**src/logic/charge_seq_pkg.sv**
```systemverilog
package charge_seq_pkg;

  // ---------------------------------------------------------------
  // clock and timing constants
  // ---------------------------------------------------------------
  localparam longint unsigned CLK_PERIOD_NS     = 40;              // 25 MHz core clock
  localparam longint unsigned NS_PER_S          = 1_000_000_000;
  localparam longint unsigned PRECOND_TIME_MIN  = 60;              // preconditioning timeout, minutes
  localparam longint unsigned PRECOND_CYCLES    = (PRECOND_TIME_MIN * 60 * NS_PER_S) / CLK_PERIOD_NS;
  localparam longint unsigned BLINK_FREQ_HZ     = 2;               // fault flash rate
  localparam longint unsigned BLINK_HALF_CYCLES = NS_PER_S / (CLK_PERIOD_NS * BLINK_FREQ_HZ * 2);
  localparam int              TIMER_WIDTH       = 40;              // holds PRECOND_CYCLES
  localparam int              BLINK_WIDTH       = 24;              // holds BLINK_HALF_CYCLES

  // ---------------------------------------------------------------
  // current programming constants
  // ---------------------------------------------------------------
  localparam int              CURRENT_WIDTH     = 16;              // milliamperes
  localparam int              RES_WIDTH         = 8;               // kilo-ohms
  localparam logic [15:0]     CUR_K_LOW         = 16'h00c8;        // 200 mA*kohm, low-current variant
  localparam logic [15:0]     CUR_K_STD         = 16'h03e8;        // 1000 mA*kohm, standard variant
  localparam logic [15:0]     PRECOND_DIVISOR   = 16'h000a;        // one tenth of fast current
  localparam logic [15:0]     CURRENT_RESET     = 16'h0000;

  // ---------------------------------------------------------------
  // charge phases, one-hot
  // ---------------------------------------------------------------
  typedef enum logic [5:0] {
    ST_SHUTDOWN   = 6'h01,  // supply not qualified
    ST_STANDBY    = 6'h02,  // disabled, no battery, or overcharge hold
    ST_PRECOND    = 6'h04,  // reduced current on a deep-discharged cell
    ST_FAST       = 6'h08,  // constant_current_phase
    ST_CONST_VOLT = 6'h10,  // regulation_voltage reached
    ST_FAULT      = 6'h20   // preconditioning timer expired
  } state_type;

  // ---------------------------------------------------------------
  // carriers
  // ---------------------------------------------------------------
  typedef struct packed {
    logic supply_above_lockout;  // supply above undervoltage_lockout level
    logic supply_qualified;      // supply about 150 mV above battery
    logic supply_near_battery;   // supply within 50 mV of battery
    logic batt_present;          // battery node below battery_detect_threshold
    logic batt_below_start;      // battery below 96.5% of regulation_voltage
    logic batt_below_precond;    // battery below preconditioning threshold
    logic batt_at_regulation;    // battery reached regulation_voltage
    logic batt_over_hysteresis;  // battery above regulation_voltage plus hysteresis
    logic disable_pin;           // active-high disable, pulled down outside
  } sense_type;

  typedef struct packed {
    logic out;                   // level driven while enabled, always low
    logic oe;                    // high while the pin is pulled low
  } status_pin_type;

endpackage

```
**src/logic/sense_sync.sv**
```systemverilog
`timescale 1ns/10ps
module sense_sync #(
  parameter int WIDTH = 9
) (
  input  wire logic             clk,
  input  wire logic             resetn,
  input  wire logic             clk_en,
  input  wire logic [WIDTH-1:0] raw,
  output logic      [WIDTH-1:0] synced
);

  // ---------------------------------------------------------------
  // two-flop synchroniser state
  // ---------------------------------------------------------------
  typedef struct packed {
    logic [WIDTH-1:0] meta;   // first stage, read only by second
    logic [WIDTH-1:0] sync;   // second stage
  } sync_state_type;

  sync_state_type r;          // registered state
  sync_state_type next_r;     // next value

  // per-bit chain, first stage feeds only the second
  genvar i;
  generate
    for (i = 0; i < WIDTH; i++) begin : g_bit
      always_comb begin
        next_r.meta[i] = raw[i];
        next_r.sync[i] = r.meta[i];
      end
    end
  endgenerate

  // register, frozen while clock enable is low
  always_ff @(posedge clk) begin
    if (!resetn) begin
      r <= '0;
    end else if (clk_en) begin
      r <= next_r;
    end
  end

  assign synced = r.sync;

endmodule

```
**src/logic/phase_timer.sv**
```systemverilog
`timescale 1ns/10ps
module phase_timer #(
  parameter int                      WIDTH = 40,
  parameter logic [WIDTH-1:0]        LIMIT = '1
) (
  input  wire logic             clk,
  input  wire logic             resetn,
  input  wire logic             clk_en,
  input  wire logic             clear,
  input  wire logic             run,
  output logic      [WIDTH-1:0] count,
  output logic                  expired
);

  // ---------------------------------------------------------------
  // saturating counter state
  // ---------------------------------------------------------------
  typedef struct packed {
    logic [WIDTH-1:0] count;  // cycles since last clear
  } timer_state_type;

  timer_state_type r;         // registered state
  timer_state_type next_r;    // next value

  // expiry after LIMIT-1 counted cycles; saturates so it stays expired
  assign expired = (r.count == LIMIT - WIDTH'(1));

  // clear wins over counting
  always_comb begin
    next_r = r;
    if (clear) begin
      next_r.count = '0;
    end else if (run && !expired) begin
      next_r.count = r.count + WIDTH'(1);
    end
  end

  // register
  always_ff @(posedge clk) begin
    if (!resetn) begin
      r <= '0;
    end else if (clk_en) begin
      r <= next_r;
    end
  end

  assign count = r.count;

endmodule

```
**src/logic/li_ion_charge_sequencer.sv**
```systemverilog
`timescale 1ns/10ps
module li_ion_charge_sequencer #(
  parameter bit                           LOW_CURRENT_VARIANT    = 1'b0,
  parameter bit                           HAS_PRECOND            = 1'b1,
  parameter bit                           HAS_PRECOND_TIMER      = 1'b1,
  parameter int                           RES_WIDTH              = charge_seq_pkg::RES_WIDTH,
  parameter logic [charge_seq_pkg::TIMER_WIDTH-1:0] PRECOND_TIMEOUT_CYCLES =
    charge_seq_pkg::TIMER_WIDTH'(charge_seq_pkg::PRECOND_CYCLES),
  parameter logic [charge_seq_pkg::BLINK_WIDTH-1:0] BLINK_HALF_CYCLES =
    charge_seq_pkg::BLINK_WIDTH'(charge_seq_pkg::BLINK_HALF_CYCLES)
) (
  input  wire logic                                      clk,
  input  wire logic                                      resetn,
  input  wire logic                                      clk_en,
  input  wire charge_seq_pkg::sense_type                 sense,
  input  wire logic [RES_WIDTH-1:0]                      current_set_resistor,
  output charge_seq_pkg::status_pin_type                 status_pin,
  output logic [charge_seq_pkg::CURRENT_WIDTH-1:0]       charge_current_ma,
  output charge_seq_pkg::state_type                      state,
  output logic                                           timer_fault
);

  // ---------------------------------------------------------------
  // local widths
  // ---------------------------------------------------------------
  localparam int CW = charge_seq_pkg::CURRENT_WIDTH;  // current word
  localparam int TW = charge_seq_pkg::TIMER_WIDTH;    // phase timer
  localparam int BW = charge_seq_pkg::BLINK_WIDTH;    // blink timer

  // ---------------------------------------------------------------
  // block state
  // ---------------------------------------------------------------
  typedef struct packed {
    charge_seq_pkg::state_type state;      // charge phase
    logic [CW-1:0]             current;    // commanded current, mA
    logic                      status_oe;  // status pin pulled low
    logic                      blink;      // flash phase during fault
  } seq_state_type;

  seq_state_type r;                        // registered state
  seq_state_type next_r;                   // next value

  charge_seq_pkg::sense_type s;            // synchronised comparators
  logic                      supply_ok;    // supply fit to run
  logic                      start_ok;     // charge may begin
  logic [CW-1:0]             fast_current; // programmed current
  logic [CW-1:0]             k_const;      // variant constant
  logic                      phase_clear;  // restart phase timer on entry
  logic                      phase_run;    // preconditioning timing
  logic                      phase_expired;
  logic [TW-1:0]             phase_count;
  logic                      blink_expired;
  logic                      blink_clear;
  logic                      precond_timeout;

  // ---------------------------------------------------------------
  // input synchronisation
  // ---------------------------------------------------------------

  // comparators are asynchronous to the core clock
  sense_sync #(
    .WIDTH ($bits(charge_seq_pkg::sense_type))
  ) u_sync (
    .clk    (clk),
    .resetn (resetn),
    .clk_en (clk_en),
    .raw    (sense),
    .synced (s)
  );

  // ---------------------------------------------------------------
  // qualification
  // ---------------------------------------------------------------

  // lockout and power-down checks run in every state
  always_comb begin
    supply_ok = s.supply_above_lockout && s.supply_qualified
                && !s.supply_near_battery;
    start_ok  = supply_ok && !s.disable_pin
                && s.batt_present
                && s.batt_below_start
                && !s.batt_over_hysteresis;
  end

  // ---------------------------------------------------------------
  // current programming
  // ---------------------------------------------------------------

  // a shorted resistor would divide by zero; clamp to full scale
  always_comb begin
    k_const = LOW_CURRENT_VARIANT ? charge_seq_pkg::CUR_K_LOW : charge_seq_pkg::CUR_K_STD;
    if (current_set_resistor == '0) begin
      fast_current = k_const;
    end else begin
      fast_current = k_const / CW'(current_set_resistor);
    end
  end

  // ---------------------------------------------------------------
  // timers
  // ---------------------------------------------------------------

  // any phase change restarts timing, including entry to fast charge
  assign phase_clear = (next_r.state != r.state);
  assign phase_run   = HAS_PRECOND_TIMER && (r.state == charge_seq_pkg::ST_PRECOND);
  assign precond_timeout = HAS_PRECOND_TIMER && phase_expired;

  phase_timer #(
    .WIDTH (TW),
    .LIMIT (PRECOND_TIMEOUT_CYCLES)
  ) u_phase_timer (
    .clk     (clk),
    .resetn  (resetn),
    .clk_en  (clk_en),
    .clear   (phase_clear),
    .run     (phase_run),
    .count   (phase_count),
    .expired (phase_expired)
  );

  // blink timer free-runs only inside the fault phase
  assign blink_clear = (r.state != charge_seq_pkg::ST_FAULT) || blink_expired;

  phase_timer #(
    .WIDTH (BW),
    .LIMIT (BLINK_HALF_CYCLES)
  ) u_blink_timer (
    .clk     (clk),
    .resetn  (resetn),
    .clk_en  (clk_en),
    .clear   (blink_clear),
    .run     (1'b1),
    .count   (),
    .expired (blink_expired)
  );

  // ---------------------------------------------------------------
  // phase sequencing
  // ---------------------------------------------------------------

  always_comb begin
    next_r = r;
    // supply loss overrides everything and clears a fault
    if (!supply_ok) begin
      next_r.state = charge_seq_pkg::ST_SHUTDOWN;
    end else if (s.disable_pin) begin
      next_r.state = charge_seq_pkg::ST_STANDBY;
    end else begin
      case (r.state)
        charge_seq_pkg::ST_SHUTDOWN,
        charge_seq_pkg::ST_STANDBY: begin
          // idle until a cell is seen and may be charged
          if (start_ok) begin
            if (HAS_PRECOND && s.batt_below_precond) begin
              next_r.state = charge_seq_pkg::ST_PRECOND;
            end else begin
              next_r.state = charge_seq_pkg::ST_FAST;
            end
          end else begin
            next_r.state = charge_seq_pkg::ST_STANDBY;
          end
        end
        charge_seq_pkg::ST_PRECOND: begin
          // threshold crossing beats a timeout in the same cycle
          if (s.batt_over_hysteresis) begin
            next_r.state = charge_seq_pkg::ST_STANDBY;
          end else if (!s.batt_below_precond) begin
            next_r.state = charge_seq_pkg::ST_FAST;
          end else if (precond_timeout) begin
            next_r.state = charge_seq_pkg::ST_FAULT;
          end
        end
        charge_seq_pkg::ST_FAST: begin
          if (s.batt_over_hysteresis) begin
            next_r.state = charge_seq_pkg::ST_STANDBY;
          end else if (s.batt_at_regulation) begin
            next_r.state = charge_seq_pkg::ST_CONST_VOLT;
          end
        end
        charge_seq_pkg::ST_CONST_VOLT: begin
          // termination lives in the analog loop; only overcharge exits here
          if (s.batt_over_hysteresis) begin
            next_r.state = charge_seq_pkg::ST_STANDBY;
          end
        end
        charge_seq_pkg::ST_FAULT: begin
          // latched; only battery removal leaves it from here
          if (!s.batt_present) begin
            next_r.state = charge_seq_pkg::ST_STANDBY;
          end else begin
            next_r.state = charge_seq_pkg::ST_FAULT;
          end
        end
        default: begin
          next_r.state = charge_seq_pkg::ST_SHUTDOWN;
        end
      endcase
    end

    // blink phase toggles every half period while faulted
    if (next_r.state != charge_seq_pkg::ST_FAULT) begin
      next_r.blink = 1'b0;
    end else if (blink_expired) begin
      next_r.blink = !r.blink;
    end

    // outputs follow the next phase so they align with state
    case (next_r.state)
      charge_seq_pkg::ST_PRECOND: begin
        next_r.current   = fast_current / charge_seq_pkg::PRECOND_DIVISOR;
        next_r.status_oe = 1'b1;
      end
      charge_seq_pkg::ST_FAST: begin
        next_r.current   = fast_current;
        next_r.status_oe = 1'b1;
      end
      charge_seq_pkg::ST_CONST_VOLT: begin
        next_r.current   = fast_current;  // upper limit; loop tapers it
        next_r.status_oe = 1'b1;
      end
      charge_seq_pkg::ST_FAULT: begin
        next_r.current   = charge_seq_pkg::CURRENT_RESET;
        next_r.status_oe = next_r.blink;
      end
      default: begin
        next_r.current   = charge_seq_pkg::CURRENT_RESET;
        next_r.status_oe = 1'b0;
      end
    endcase
  end

  // ---------------------------------------------------------------
  // state register
  // ---------------------------------------------------------------

  // synchronous reset; clock enable freezes everything
  always_ff @(posedge clk) begin
    if (!resetn) begin
      r.state   <= charge_seq_pkg::ST_SHUTDOWN;
      r.current <= charge_seq_pkg::CURRENT_RESET;
      r.status_oe <= 1'b0;
      r.blink   <= 1'b0;
    end else if (clk_en) begin
      r <= next_r;
    end
  end

  // ---------------------------------------------------------------
  // outputs
  // ---------------------------------------------------------------

  // open drain: only ever drives low, else released
  assign status_pin.out    = 1'b0;
  assign status_pin.oe     = r.status_oe;
  assign charge_current_ma = r.current;
  assign state             = r.state;
  assign timer_fault       = (r.state == charge_seq_pkg::ST_FAULT);
endmodule

```
**config.mk**
```make
export PLATFORM = sky130hd
export DESIGN_NAME = li_ion_charge_sequencer
export DESIGN_NICKNAME = d
export VERILOG_FILES = /design/src/logic/charge_seq_pkg.sv /design/src/logic/sense_sync.sv /design/src/logic/phase_timer.sv /design/src/logic/li_ion_charge_sequencer.sv
export SDC_FILE = /design/constraint.sdc
export NUM_CORES = 1
export LEC_CHECK = 0
export ABC_AREA = 1
export ABC_CLOCK_PERIOD_IN_PS = 44100
export BUFFER_PORTS_ARGS = -buffer_cell sky130_fd_sc_hd__buf_2
export CAP_MARGIN = 20
export CORE_MARGIN = 3
export CORE_UTILIZATION = 69
export CTS_CLUSTER_SIZE = 24
export DETAILED_ROUTE_END_ITERATION = 8
export PLACE_DENSITY_LB_ADDON = 0.15
export SYNTH_ARGS = -nofsm -noshare
export SYNTH_HDL_FRONTEND = slang
export SYNTH_SLANG_ARGS = --single-unit
```
**constraint.sdc**
```tcl
create_clock -name clk -period 44.1 [get_ports clk]
set_clock_uncertainty 0.15 [all_clocks]
set_input_delay 4.41 -clock clk [delete_from_list [all_inputs] [get_ports clk]]
set_output_delay 4.41 -clock clk [all_outputs]
set_load 0.03 [all_outputs]
```
==> results.py <==
metrics = {
    "clock_network": {
        "clk_latency_ps": 340,
        "postCtsSetupBuffers": 0,
        "clock_sinks": 105,
        "clk_pin_slew_worst_paths_ps": 80,
        "cts_buffers": 9,
        "clock_path_buffers": 2,
        "cts.repair.resized": 0,
        "cts_tree": "yes",
        "clock-root-buffer": "clkbuf_16",
        "htree_num_levels": 3,
        "hold_buffers": 0,
    },
    "synth": {
        "syn_inst": 1790,
        "yosys_warnings": 0,
        "yosys.area_share.simple_pct": 37.3,
        "ys_seq_elements": 105,
        "synth_ff_type": "dfxtp_1",
        "muxShareOfSynthArea_pct": 0,
        "ys_types": 71,
        "synthAdderAreaFrac_pct": 9.65,
        "async_flop_share_pct": 0,
        "synth-compound-area-share_pct": 16.1,
        "synth-edff-count": 0,
        "avgSynthCellArea_um2": 6.30,
        "synth_top_family_by_area": "simple AND/OR/NAND/NOR gates",
        "syn-cell-area_mm2": 0.0113,
        "synth_xor_area_share_pct": 6.21,
        "ys_seq_area_share_pct": 18.6,
    },
    "route": {
        "avgViaCountPerCell": 5.67,
        "postRouteWirelength_mm": 27.3,
        "first_pass_iters": 5,
        "routedWlPerCell_um": 13.5,
        "vias": 11400,
        "drc": 0,
        "dr.first_iter.drc_count": 837,
        "drtAntennaViolNets": 0,
    },
    "setup_path": {
        "endpoint_kind": "flop",
        "slowest_delay_ps": 430,
        "r2r_end": "u_phase_timer.count[39]$_SDFFE_PN0P_",
        "reg2reg_slack_ps": 38290,
        "arrival_ps": 28120,
        "critPathKind": "in -> reg",
        "worst-path-buf-inv": 19,
        "cp-start-kind": "input pin",
        "rr_startpoint": "state[0]$_SDFFE_PN1P_",
        "crit_family": "simple AND/OR/NAND/NOR gates",
        "worst-path-max-fanout": 23,
        "cp_slowest_cell": "ha_1",
        "crit_top_cell": "nand2_1",
        "r2r_cells": 32,
        "critPathLaunch": "current_set_resistor[0]",
        "crit_required_ps": 44190,
    },
    "placed_design": {
        "placed_cells": 1999,
        "gp_congestion": 0.972,
        "hpwlAfterDp_mm": 21.4,
        "portBuffers": 42,
    },
    "die": {
        "design.die.area_mm2": 0.0179,
        "io_pins": 45,
        "chipHeight_um": 134,
        "coreArea_mm2": 0.0159,
        "row_count": 46,
        "start_util_pct": 70.8,
        "die_w_um": 134,
    },
    "timing": {
        "layout_worst_path_cycle_share_pct": 63.6,
        "slew_viol_final": 0,
        "timing.fmax_mhz": 35.7,
        "setup_viol": 0,
        "max_slew.worst_pin.slew_ps": 741,
        "period_minus_slack_ps": 28030,
        "finalSetupTns_ps": 0,
        "rsz0062_at_grt": "false",
        "finalHoldViolations": 0,
        "slew_headroom_pct": 50.5,
    },
    "worst_hold_path": {
        "hold_path_end": "charge_current_ma[14]$_SDFFE_PN0P_",
        "min_from": "charge_current_ma[14]$_SDFFE_PN0P_",
        "whs_path_depth": 2,
        "holdCritPathClass": "reg -> reg",
    },
    "global_route": {
        "grt_pass1_vias": 10500,
        "grt_overflow": 0,
        "grt_max_degree": 29,
        "antenna_found_initial": 1,
        "grt_pass1_wl_mm": 46.3,
        "track_usage_pct": 29.9,
    },
    "layout": {
        "final_cell_mix": "nand2_1, inv_1, nor2_1, o21ai_0, a21oi_1",
        "final_common_cell": "nand2_1",
        "diodes": 0,
        "final_nets": 1902,
        "layout-drive-gt1-share_pct": 11.9,
        "finalNonFillerCells": 2016,
        "area_growth_pct": 4.21,
    },
    "run_status": {
        "status": "complete, no violations",
    },
    "run": {
        "max_cap_viol_count": 0,
    },
}
## cell usage after synthesis (all sizes together) (4+ instances only)
cell type	count	share of area [%]
nand2	455	17
inv	271	9.0
nor2	158	6.2
o21ai	140	6.4
nand3	138	7.6
a21oi	118	5.4
dfxtp	105	19
ha	87	9.6
xor2	55	4.3
nor3	43	2.0
nand4	38	2.3
buf	36	2.4
xnor2	25	1.9
nor4	14	0.78
clkbuf	13	0.43
a22oi	10	0.67
o21bai	10	0.77
nand3b	9	0.63
o22ai	7	0.39
and2	6	0.33
a211oi	5	0.33
a21o	4	0.28
clkinv	4	0.13
or2	4	0.22
## worst max-delay path by stage
stage	end	slack [ps]	cells past startpoint
6_report	charge_current_ma[0]$_SDFFE_PN0P_	16070	156
5_1_grt	charge_current_ma[0]$_SDFFE_PN0P_	13370	157
3_3_place_gp	charge_current_ma[0]$_SDFFE_PN0P_	16990	156
2_1_floorplan	charge_current_ma[0]$_SDFFE_PN0P_	18770	162
4_1_cts	charge_current_ma[0]$_SDFFE_PN0P_	16310	156
3_5_place_dp	charge_current_ma[0]$_SDFFE_PN0P_	16010	156
## layer usage
layer	vias to the layer above	routed length (um)	global-route usage, %
met2	328	13500	54.2
met4	2	453	7.89
li1	5896	-	-
met1	5157	12000	37.9
met3	45	1340	3.00
met5	-	7	0
## through the flow
stage / util, % / hold WS (ps) / cell area, um^2 / setup slack, ps
CTS: 73.7 / 281 / 11800 / 16310
finish: 73.7 / 280 / 11800 / 16070
detailed placement: 71.8 / 270 / 11400 / 16010
global placement: 71.8 / 262 / 11400 / 16990
floorplan: - / 260 / 11300 / 18770
global route: 73.7 / 318 / 11800 / 13370
## worst register-to-register path: cells and delay by family, from the launching register on
kind	cells	cell delay [ps]
DFF	1	360
buffers and inverters	6	560
xor gates and xnor gates	1	180
AOI/OAI and AO/OA	2	220
and+or+nand+nor	23	4210
## cell type report
class                      count  area (um^2)
fill                        1387         4190
clock inverter                 7         85.1
timing repair buffer          43          218
inverter                     275         1030
multi-input combinational   1361         7820
sequential                   105         2100
clock buffer                   9          225
tap                          216          270
## state kept, by name (all words and copies together), names as in the netlist
name and flops:
charge_current_ma 15, status_pin 1, u_phase_timer.count 40, u_sync.synced 9, state 6, u_sync.next_r 9, r 1, u_blink_timer.count 24
## kinds of logic (layout without fill, tap and decap cells)
logic type / Yosys count / count (layout)
AO/OA/AOI/OAI: 319 / 319
XOR/XNOR: 80 / 80
adder cells (fa/ha/maj): 87 / 87
buffers and inverters: 325 / 334
flip-flops: 105 / 105
other: 1 / 2
AND/OR/NAND/NOR: 873 / 873
Power is left out: the tool's default activity adds up to more than one toggle a clock period on the data nets, which glitch-free logic cannot reach.
